`src/hw/t16cc_pkg.sv`:
```
// Purpose: Shared constants and types of the 16-bit timer with capture.
// Assumes: An 8-bit register port with a 4-bit byte address.
// Notes: Offsets, fields, reset values and sequence limits live here.
package t16cc_pkg;

    // Register byte addresses.
    localparam logic [3:0] ADDR_CTRL_A = 4'h0;
    localparam logic [3:0] ADDR_CTRL_B = 4'h1;
    localparam logic [3:0] ADDR_COUNT_LO = 4'h2;
    localparam logic [3:0] ADDR_COUNT_HI = 4'h3;
    localparam logic [3:0] ADDR_CAPTURE_LO = 4'h4;
    localparam logic [3:0] ADDR_CAPTURE_HI = 4'h5;
    localparam logic [3:0] ADDR_CMPA_LO = 4'h6;
    localparam logic [3:0] ADDR_CMPA_HI = 4'h7;
    localparam logic [3:0] ADDR_CMPB_LO = 4'h8;
    localparam logic [3:0] ADDR_CMPB_HI = 4'h9;
    localparam logic [3:0] ADDR_IRQ_MASK = 4'ha;
    localparam logic [3:0] ADDR_FLAGS = 4'hb;
    localparam logic [3:0] ADDR_STATUS = 4'hc;

    // Field positions.
    localparam int CTRLA_WGM_LSB = 0;
    localparam int CTRLB_TICK_LSB = 0;
    localparam int CTRLB_WGM_LSB = 3;
    localparam int CTRLB_CMPSEL_BIT = 5;
    localparam int CTRLB_EDGE_BIT = 6;
    localparam int FLAG_OVF_BIT = 0;
    localparam int FLAG_CAP_BIT = 5;
    localparam int STATUS_CEIL_BIT = 0;
    localparam int STATUS_FLOOR_BIT = 1;

    // Writable bits of the control and mask registers.
    localparam logic [7:0] CTRLA_MASK = 8'h03;
    localparam logic [7:0] CTRLB_MASK = 8'h7f;
    localparam logic [7:0] IRQ_MASK_BITS = 8'h21;

    // Reset values.
    localparam logic [7:0] RESET_BYTE = 8'h00;
    localparam logic [15:0] RESET_WORD = 16'h0000;

    // Count limits.
    localparam logic [15:0] COUNT_MAX = 16'hffff;
    localparam logic [15:0] COUNT_FLOOR = 16'h0000;
    localparam logic [15:0] TOP_8BIT = 16'h00ff;
    localparam logic [15:0] TOP_9BIT = 16'h01ff;
    localparam logic [15:0] TOP_10BIT = 16'h03ff;

    // Tick source codes.
    localparam logic [2:0] TICK_STOP = 3'h0;
    localparam logic [2:0] TICK_SYS = 3'h1;
    localparam logic [2:0] TICK_PRE_BASE = 3'h2;
    localparam logic [2:0] TICK_EXT_FALL = 3'h6;
    localparam logic [2:0] TICK_EXT_RISE = 3'h7;

    typedef enum logic {
        T16CC_UP,
        T16CC_DOWN
    } t16cc_dir_t;

    typedef struct packed {
        logic enable;
        logic useComparator;
        logic risingEdge;
    } t16cc_cap_cfg_t;

endpackage

```
`src/hw/t16cc_capture_edge.sv`:
```
// Purpose: Edge detector that triggers a capture.
// Assumes: Both sources are synchronous to clk.
// Notes: The trigger is a one-cycle pulse from a flip-flop.
`timescale 1ns/100ps
module t16cc_capture_edge
    import t16cc_pkg::*;
(
    // Clock and reset
    input wire logic clk,
    input wire logic rstN,
    // Configuration
    input wire t16cc_cap_cfg_t cfg,
    // Event sources
    input wire logic capturePin,
    input wire logic comparatorOut,
    // Result
    output logic trigger
);

    logic prev_reg;
    logic trigger_reg;
    wire logic level;
    wire logic risen;
    wire logic fallen;
    wire logic trigger_next;

    // Changing the source can itself look like an edge, as software expects.
    assign level = cfg.useComparator ? comparatorOut : capturePin;
    assign risen = level & ~prev_reg;
    assign fallen = ~level & prev_reg;
    assign trigger_next = cfg.enable & (cfg.risingEdge ? risen : fallen);

    always_ff @(posedge clk or negedge rstN) begin
        if (!rstN) begin
            prev_reg <= 1'h0;
            trigger_reg <= 1'h0;
        end else begin
            prev_reg <= level;
            trigger_reg <= trigger_next;
        end
    end

    assign trigger = trigger_reg;

endmodule

```
`src/hw/t16cc_timer.sv`:
```
// Purpose: 16-bit up/down timer counter with input capture.
// Assumes: An 8-bit register port; ticks and pins synchronous to clk.
// Notes: Prescaler, waveform outputs and noise filtering are outside.
// Contract
// - Counter high byte reached only through temp.
// - Count low read loads temp with high.
// - Count low write loads high from temp.
// - Temp keeps value across low-byte writes.
// - Tick increments, decrements or clears the counter.
// - Ceiling at top, floor at zero.
// - Tick source zero stops the counter.
// - Counter accessible whether or not ticks run.
// - Software write beats any count operation.
// - Count sequence follows four-bit waveform mode.
// - Overflow flag set per mode, may interrupt.
// - Capture on selected edge of pin/comparator.
// - Capture copies full 16-bit count.
// - Capture flag set with the copy.
// - Enabled capture flag interrupts, service clears it.
// - Writing one clears capture flag.
// - Capture writable only in capture-top modes.
// - One temp register serves all wide registers.
// - Compare reads bypass the temp register.
// - Counter maximum all ones, floor zero.
`timescale 1ns/100ps
module t16cc_timer
    import t16cc_pkg::*;
(
    // Clock and reset
    input wire logic clk,
    input wire logic resetn,
    // Register port
    input wire logic [3:0] regAddr,
    input wire logic [7:0] regWriteData,
    input wire logic regWrite,
    input wire logic regRead,
    output logic [7:0] regReadData,
    // Tick sources
    input wire logic [3:0] prescaleTick,
    input wire logic externalTickPin,
    // Capture sources
    input wire logic captureInputPin,
    input wire logic comparatorOutput,
    // Interrupt handshake
    output logic overflowIrq,
    output logic captureIrq,
    input wire logic overflowAck,
    input wire logic captureAck,
    // Count indications
    output logic atCeiling,
    output logic atFloor
);

    function automatic logic hit(input logic strobe, input logic [3:0] a,
                                 input logic [3:0] target);
        return strobe && (a == target);
    endfunction

    function automatic logic [15:0] modeTop(input logic [3:0] mode,
                                            input logic [15:0] cmpA,
                                            input logic [15:0] cap);
        logic [15:0] top;
        top = COUNT_MAX;
        unique case (mode)
            4'h1, 4'h5: top = TOP_8BIT;
            4'h2, 4'h6: top = TOP_9BIT;
            4'h3, 4'h7: top = TOP_10BIT;
            4'h4, 4'h9, 4'hb, 4'hf: top = cmpA;
            4'h8, 4'ha, 4'hc, 4'he: top = cap;
            4'h0, 4'hd: top = COUNT_MAX;
        endcase
        return top;
    endfunction

    function automatic logic modeDual(input logic [3:0] mode);
        return (mode inside {4'h1, 4'h2, 4'h3, 4'h8, 4'h9, 4'ha, 4'hb});
    endfunction

    function automatic logic modeOvfAtMax(input logic [3:0] mode);
        return (mode inside {4'h0, 4'h4, 4'hc, 4'hd});
    endfunction

    function automatic logic modeCapTop(input logic [3:0] mode);
        return (mode inside {4'h8, 4'ha, 4'hc, 4'he});
    endfunction

    // Reset release through two flip-flops.
    logic [1:0] rstPipe_reg;
    wire logic rstN;

    always_ff @(posedge clk or negedge resetn) begin
        if (!resetn) begin
            rstPipe_reg <= 2'h0;
        end else begin
            rstPipe_reg <= {rstPipe_reg[0], 1'h1};
        end
    end

    assign rstN = rstPipe_reg[1];

    // State.
    logic [7:0] ctrlA_reg;
    logic [7:0] ctrlB_reg;
    logic [7:0] mask_reg;
    logic [7:0] temp_reg;
    logic [15:0] count_reg;
    logic [15:0] capture_reg;
    logic [15:0] cmpA_reg;
    logic [15:0] cmpB_reg;
    logic ovfFlag_reg;
    logic capFlag_reg;
    logic extPrev_reg;
    t16cc_dir_t dir_reg;
    logic [7:0] readData_reg;
    logic overflowIrq_reg;
    logic captureIrq_reg;
    logic atCeiling_reg;
    logic atFloor_reg;

    // Register decode.
    wire logic wrCtrlA = hit(regWrite, regAddr, ADDR_CTRL_A);
    wire logic wrCtrlB = hit(regWrite, regAddr, ADDR_CTRL_B);
    wire logic wrMask = hit(regWrite, regAddr, ADDR_IRQ_MASK);
    wire logic wrFlags = hit(regWrite, regAddr, ADDR_FLAGS);
    wire logic wrCountLo = hit(regWrite, regAddr, ADDR_COUNT_LO);
    wire logic wrCaptureLo = hit(regWrite, regAddr, ADDR_CAPTURE_LO);
    wire logic wrCmpALo = hit(regWrite, regAddr, ADDR_CMPA_LO);
    wire logic wrCmpBLo = hit(regWrite, regAddr, ADDR_CMPB_LO);
    wire logic wrAnyHi = hit(regWrite, regAddr, ADDR_COUNT_HI)
                       | hit(regWrite, regAddr, ADDR_CAPTURE_HI)
                       | hit(regWrite, regAddr, ADDR_CMPA_HI)
                       | hit(regWrite, regAddr, ADDR_CMPB_HI);
    wire logic rdCountLo = hit(regRead, regAddr, ADDR_COUNT_LO);
    wire logic rdCaptureLo = hit(regRead, regAddr, ADDR_CAPTURE_LO);

    // Mode and sequence.
    wire logic [2:0] tickSel = ctrlB_reg[CTRLB_TICK_LSB +: 3];
    wire logic [3:0] mode = {ctrlB_reg[CTRLB_WGM_LSB +: 2],
                             ctrlA_reg[CTRLA_WGM_LSB +: 2]};
    wire logic [15:0] top = modeTop(mode, cmpA_reg, capture_reg);
    wire logic dual = modeDual(mode);
    wire logic capTop = modeCapTop(mode);
    wire logic atTopNow = (count_reg == top);
    wire logic atFloorNow = (count_reg == COUNT_FLOOR);

    // Tick selection.
    wire logic extRise = externalTickPin & ~extPrev_reg;
    wire logic extFall = ~externalTickPin & extPrev_reg;
    wire logic [2:0] preIdx = tickSel - TICK_PRE_BASE;
    wire logic timerTick = (tickSel == TICK_STOP) ? 1'h0 :
                           (tickSel == TICK_SYS) ? 1'h1 :
                           (tickSel == TICK_EXT_FALL) ? extFall :
                           (tickSel == TICK_EXT_RISE) ? extRise :
                           prescaleTick[preIdx[1:0]];

    // Counter step.
    wire logic goDown = dual && ((dir_reg == T16CC_DOWN) ? !atFloorNow
                                                          : atTopNow);
    wire logic clearNow = !dual && atTopNow;
    wire logic [15:0] stepped = clearNow ? COUNT_FLOOR :
                                goDown ? count_reg - 16'h0001 :
                                count_reg + 16'h0001;
    wire t16cc_dir_t dirStep = !dual ? T16CC_UP :
                               atTopNow ? T16CC_DOWN :
                               atFloorNow ? T16CC_UP : dir_reg;
    wire logic [15:0] writeWord = {temp_reg, regWriteData};
    // A software write replaces the tick's count step; direction and overflow still follow the tick.
    wire logic [15:0] count_next = wrCountLo ? writeWord :
                                   timerTick ? stepped : count_reg;
    wire t16cc_dir_t dir_next = timerTick ? dirStep : dir_reg;
    wire logic ovfEvent = timerTick && (dual ? atFloorNow :
                          modeOvfAtMax(mode) ? (count_reg == COUNT_MAX)
                                             : atTopNow);

    // Temporary high byte, shared by every wide register.
    wire logic [7:0] temp_next = wrAnyHi ? regWriteData :
                                 rdCountLo ? count_reg[15:8] :
                                 rdCaptureLo ? capture_reg[15:8] :
                                 temp_reg;

    // Capture.
    wire logic capTrigger;
    wire t16cc_cap_cfg_t capCfg = '{enable: !capTop,
        useComparator: ctrlB_reg[CTRLB_CMPSEL_BIT],
        risingEdge: ctrlB_reg[CTRLB_EDGE_BIT]};

    t16cc_capture_edge captureEdge (
        .clk(clk),
        .rstN(rstN),
        .cfg(capCfg),
        .capturePin(captureInputPin),
        .comparatorOut(comparatorOutput),
        .trigger(capTrigger)
    );

    wire logic [15:0] capture_next = capTrigger ? count_reg :
                                     (wrCaptureLo && capTop) ? writeWord :
                                     capture_reg;

    // Flags: a new event wins over a clear in the same cycle.
    wire logic ovfClear = (wrFlags && regWriteData[FLAG_OVF_BIT])
                        || overflowAck;
    wire logic capClear = (wrFlags && regWriteData[FLAG_CAP_BIT])
                        || captureAck;
    wire logic ovfFlag_next = ovfEvent || (ovfFlag_reg && !ovfClear);
    wire logic capFlag_next = capTrigger || (capFlag_reg && !capClear);

    // Read selection.
    wire logic [7:0] flagsByte = {2'h0, capFlag_reg, 4'h0, ovfFlag_reg};
    wire logic [7:0] statusByte = {6'h00, atFloor_reg, atCeiling_reg};
    wire logic [7:0] readMux =
        (regAddr == ADDR_CTRL_A) ? ctrlA_reg :
        (regAddr == ADDR_CTRL_B) ? ctrlB_reg :
        (regAddr == ADDR_COUNT_LO) ? count_reg[7:0] :
        (regAddr == ADDR_COUNT_HI) ? temp_reg :
        (regAddr == ADDR_CAPTURE_LO) ? capture_reg[7:0] :
        (regAddr == ADDR_CAPTURE_HI) ? temp_reg :
        (regAddr == ADDR_CMPA_LO) ? cmpA_reg[7:0] :
        (regAddr == ADDR_CMPA_HI) ? cmpA_reg[15:8] :
        (regAddr == ADDR_CMPB_LO) ? cmpB_reg[7:0] :
        (regAddr == ADDR_CMPB_HI) ? cmpB_reg[15:8] :
        (regAddr == ADDR_IRQ_MASK) ? mask_reg :
        (regAddr == ADDR_FLAGS) ? flagsByte :
        (regAddr == ADDR_STATUS) ? statusByte : RESET_BYTE;

    // Control registers.
    always_ff @(posedge clk or negedge rstN) begin
        if (!rstN) begin
            ctrlA_reg <= RESET_BYTE;
            ctrlB_reg <= RESET_BYTE;
            mask_reg <= RESET_BYTE;
        end else begin
            if (wrCtrlA) begin
                ctrlA_reg <= regWriteData & CTRLA_MASK;
            end
            if (wrCtrlB) begin
                ctrlB_reg <= regWriteData & CTRLB_MASK;
            end
            if (wrMask) begin
                mask_reg <= regWriteData & IRQ_MASK_BITS;
            end
        end
    end

    // Compare values; no double buffering is modelled.
    always_ff @(posedge clk or negedge rstN) begin
        if (!rstN) begin
            cmpA_reg <= RESET_WORD;
            cmpB_reg <= RESET_WORD;
        end else begin
            if (wrCmpALo) begin
                cmpA_reg <= writeWord;
            end
            if (wrCmpBLo) begin
                cmpB_reg <= writeWord;
            end
        end
    end

    // Counter, capture and temporary byte.
    always_ff @(posedge clk or negedge rstN) begin
        if (!rstN) begin
            count_reg <= RESET_WORD;
            capture_reg <= RESET_WORD;
            temp_reg <= RESET_BYTE;
            dir_reg <= T16CC_UP;
            extPrev_reg <= 1'h0;
        end else begin
            count_reg <= count_next;
            capture_reg <= capture_next;
            temp_reg <= temp_next;
            dir_reg <= dir_next;
            extPrev_reg <= externalTickPin;
        end
    end

    // Flags, interrupt requests and indications.
    always_ff @(posedge clk or negedge rstN) begin
        if (!rstN) begin
            ovfFlag_reg <= 1'h0;
            capFlag_reg <= 1'h0;
            overflowIrq_reg <= 1'h0;
            captureIrq_reg <= 1'h0;
            atCeiling_reg <= 1'h0;
            atFloor_reg <= 1'h0;
        end else begin
            ovfFlag_reg <= ovfFlag_next;
            capFlag_reg <= capFlag_next;
            overflowIrq_reg <= ovfFlag_next & mask_reg[FLAG_OVF_BIT];
            captureIrq_reg <= capFlag_next & mask_reg[FLAG_CAP_BIT];
            atCeiling_reg <= (count_next == top);
            atFloor_reg <= (count_next == COUNT_FLOOR);
        end
    end

    // Read data stand for exactly one cycle after the strobe.
    always_ff @(posedge clk or negedge rstN) begin
        if (!rstN) begin
            readData_reg <= RESET_BYTE;
        end else begin
            readData_reg <= regRead ? readMux : RESET_BYTE;
        end
    end

    assign regReadData = readData_reg;
    assign overflowIrq = overflowIrq_reg;
    assign captureIrq = captureIrq_reg;
    assign atCeiling = atCeiling_reg;
    assign atFloor = atFloor_reg;

endmodule

```
`config.mk`:
```
export PLATFORM = sky130hd
export DESIGN_NAME = t16cc_timer
export DESIGN_NICKNAME = d
export VERILOG_FILES = /design/src/hw/t16cc_pkg.sv /design/src/hw/t16cc_capture_edge.sv /design/src/hw/t16cc_timer.sv
export SDC_FILE = /design/constraint.sdc
export NUM_CORES = 1
export LEC_CHECK = 0
export BUFFER_PORTS_ARGS = -buffer_cell sky130_fd_sc_hd__buf_4
export CELL_PAD_IN_SITES_DETAIL_PLACEMENT = 1
export CELL_PAD_IN_SITES_GLOBAL_PLACEMENT = 2
export CORE_ASPECT_RATIO = 0.6
export CORE_MARGIN = 5
export CORE_UTILIZATION = 35
export CTS_BUF_LIST = sky130_fd_sc_hd__clkbuf_4 sky130_fd_sc_hd__clkbuf_8 sky130_fd_sc_hd__clkbuf_16
export DETAILED_ROUTE_END_ITERATION = 8
export PLACE_DENSITY_LB_ADDON = 0.1
export SYNTH_ARGS = -nofsm -noshare
export SYNTH_HDL_FRONTEND = slang
export SYNTH_SLANG_ARGS = --single-unit
```
`constraint.sdc`:
```
create_clock -name clk -period 3.2 [get_ports clk]
set_clock_uncertainty 0.2 [all_clocks]
set_input_delay 0.64 -clock clk [delete_from_list [all_inputs] [get_ports clk]]
set_output_delay 0.64 -clock clk [all_outputs]
set_load 0.03 [all_outputs]
```
==> flow_summary.ini <==
[synth]
synth_edf_count = 0
synth_top_area_share_pct = 35.91
synth_seq_cells = 103
synthMuxAreaShare_pct = 12.95
yosys.area_share.xor_xnor_pct = 4.271
syn-cell-area_sq_mm = 0.007177
synth-compound-area-share_pct = 20.54
synthSimpleGateAreaFrac_pct = 18.78
syn_area_per_cell_sq_um = 8.806
synth_area_leader_cell = dfrtp_1
ys_warn_count = 0
synthAdderAreaFrac_pct = 2.720
synth.distinct_cells = 76
synth_seq_area_share_pct = 35.91
syn_inst = 815
synthArstFlopShare_pct = 100.0
synthFlopType = dfrtp_1
synth.area.top_cells = dfrtp_1 (36%), mux2_2 (7.7%), a21oi_1 (4.4%)
syn-num-nets = 855
synth_top_family_by_area = compound AO/OA/AOI/OAI gates

[drt]
drcViolationCount = 0
drtIter0Drc = 674
drtAntennaViolNets = 0
avgRoutedWirePerCell_microns = 25.30
vias = 7556
via_per_inst = 5.737
drt_first_pass_iters = 5
wirelength_mm = 33.32

[setup_path]
cp_max_fo = 6
crit_buf_inv = 4
end_kind = flop
crit_chain = nor2b_4 > buf_4 > o22ai_1 > buf_4 > a221oi_1 > nor2_1 > a2111oi_4 > nand4_4 > o41ai_4 > buf_6 > ha_4 > o21a_1 > o2111a_2 > a21boi_4 > o21ai_1 > a21oi_1 > xnor2_1 > a31oi_1 > inv_2 > or4_4 > nor3b_4
crit_path_max_incr_delay_ns = 0.56
cpLargestDelayFamily = compound AO/OA/AOI/OAI gates
cp.arrival_ns = 5.63
start_kind = flop
crit_path_frequent_cell = buf_4
cp_slowest_cell = or4_4
crit_type = reg2reg
worstPathRequired_ns = 3.30

[sta]
period_share_pct = 172.7
drv_slew = 0
fin_ws_ns = -2.327
whs_ns = 0.1536
tightest_slew_ns = 1.313
finalSetupViolCount = 21
relSlewSlack_pct = 12.44
grt_setup_unrepaired = true
post-route-min-period_ns = 5.527
hold_viol = 0
fmax_mhz = 180.9

[floorplanning]
die_h_microns = 120.9
start_util_pct = 35.76
fp.dieW_microns = 194.9
core_sq_mm = 0.02007
die_area_sq_mm = 0.02356
pin_count = 37
rows = 40

[global_routing]
grt_usage_pct = 28.24
grt_max_degree = 44
grt_pass1_wl_mm = 50.17
gr-total-overflow = 0
grt_pass1_vias = 7977
antenna_found_initial = 0

[run]
maxCapViolCount = 0

[final_layout]
area_growth_pct = 42.61
fin_util_pct = 51.00
drive_above_1_share_pct = 42.24
instances_no_fill = 1317
diodes = 0
nets = 1079

[placement]
dpl.cell_count = 1288
gp_congestion = 0.9548
io_buffer_count = 36
dpl.hpwl_mm = 25.57

[clock_tree]
clock_sinks = 103
cts.htree.levels = 3
clk_latency_ns = 0.38
cts_buffer_depth = 2
tritoncts = built
clockRootBuffer = clkbuf_16
cts.clk_slew.worst_paths_ns = 0.08
cts_made_buffers = 9

[pwr]
power_uw = 7951
p_per_area_mw_per_mm2 = 776.9
leakage_uw = 0.004681
ir_drop_mv = 0.3591

[outcome]
status = finished, violations left
violations = setup timing

[worst_hold_path]
holdCritPathClass = reg2async
cells in the mapped netlist, types with 4 or more instances:
cell,instances
mux2_2,49
or3_1,4
a21oi_1,63
nand4_1,12
inv_1,26
buf_1,7
xor2_1,17
o21ai_0,55
nand3_1,28
nor3_1,12
o21bai_1,4
a211oi_1,8
ha_1,14
xnor2_1,18
mux2i_1,31
or4_1,4
a221oi_1,4
and2_1,7
buf_2,6
o22ai_1,12
clkbuf_1,43
a22oi_1,11
a21o_1,6
nand3b_1,4
a211o_1,4
nor2b_1,10
dfrtp_1,103
a31oi_1,12
and3_1,6
o31ai_1,6
nor2_1,57
nand2_1,76
nor4_1,11
nor3b_1,5
nand2b_1,17
cells by family (layout without fill, tap and decap cells):
family          after synthesis  in the layout
simple gates                267            267
compound gates              224            224
flops                       103            103
buf+inv                      87            316
mux                          83             83
xor+xnor                     35             35
fa+ha+maj                    15             15
other cells                   1              1
path summary, 6_finish.rpt:
kind                            cells past startpoint                        to                startpoint  slack (ns)
worst min-delay path                                0  cmpB_reg[13]$_DFFE_PN0P_  rstPipe_reg[1]$_DFF_PN0_        0.15
worst max register to register                     21         atFloor$_DFF_PN0_  ctrlB_reg[3]$_DFFE_PN0P_       -2.33
worst max-delay path                               21         atFloor$_DFF_PN0_  ctrlB_reg[3]$_DFFE_PN0P_       -2.33
max in group asynchronous                           1   count_reg[13]$_DFF_PN0_  rstPipe_reg[1]$_DFF_PN0_        1.82
worst min register to register                      0  cmpB_reg[13]$_DFFE_PN0P_  rstPipe_reg[1]$_DFF_PN0_        0.15
min in group clk                                    0  rstPipe_reg[1]$_DFF_PN0_  rstPipe_reg[0]$_DFF_PN0_        0.17
final cells by class:
class	instances	area (sq um)
Clock buffer	9	225.2
Timing Repair Buffer	271	2083
Fill cell	2305	9834
Clock inverter	7	68.82
Multi-Input combinational cell	625	4825
Sequential cell	103	2582
Tap cell	273	341.6
Inverter	29	108.9
where the power goes:
part | internal [uW] | switching (uW) | leakage [uW]
sequential | 1670 | 440 | 0.00130
clock | 547 | 599 | 0.000137
combinational | 2220 | 2470 | 0.00324
total | 4440 | 3510 | 0.00468
cell usage in the layout, fill, tap and decap left out, drive strengths merged, types with 11 or more instances in the layout:
master | synthesis | routed
o21ai | 56 | 56
xor2 | 17 | 17
nand2 | 76 | 76
mux2 | 49 | 49
xnor2 | 18 | 18
ha | 14 | 14
buf | 14 | 270
nand4 | 13 | 13
a31oi | 12 | 12
nor3 | 12 | 12
o22ai | 12 | 12
nor4 | 12 | 12
nor2 | 59 | 59
inv | 27 | 30
mux2i | 31 | 31
a22oi | 11 | 11
nand3 | 28 | 28
a21oi | 63 | 63
nand2b | 17 | 17
dfrtp | 103 | 103
per-stage QoR:
step	setup WS, ns	TNS (ns)	instance area (sq um)
2_1_floorplan	-2.376	-26.82	7243
3_3_place_gp	-2.448	-26.21	9304
3_5_place_dp	-2.726	-30.53	9304
4_1_cts	-2.154	-24.86	10010
5_1_grt	-2.492	-30.45	10230
6_report	-2.327	-28.24	10230
worst reg2reg max path: cells and delay by family, from the launching register on:
| kind | cells | cell delay [ns] |
|---|---|---|
| XOR/XNOR | 1 | 0.11 |
| flip-flops | 1 | 0.45 |
| AO/OA/AOI/OAI | 10 | 2.51 |
| buffers and inverters | 4 | 0.69 |
| adder cells (fa/ha/maj) | 1 | 0.22 |
| AND/OR/NAND/NOR | 5 | 1.30 |
layer usage:
layer  share of wire, %  global-route usage, %
met4                1.9                  6.495
met3                7.6                  8.629
met5                  0                      0
met1                 49                  41.57
met2                 42                  40.59
repair_timing:
action | CTS | global route
resized for setup | 63 | 48
pin swaps | 25 | 25
setup buffers | 10 | 11
gates cloned | 1 | 0
hold endpoints to repair | 2 | 0
endpoints found under the setup margin | 20 | 21
hold buffers | 1 | 0
(Power assumes the default switching activity.)
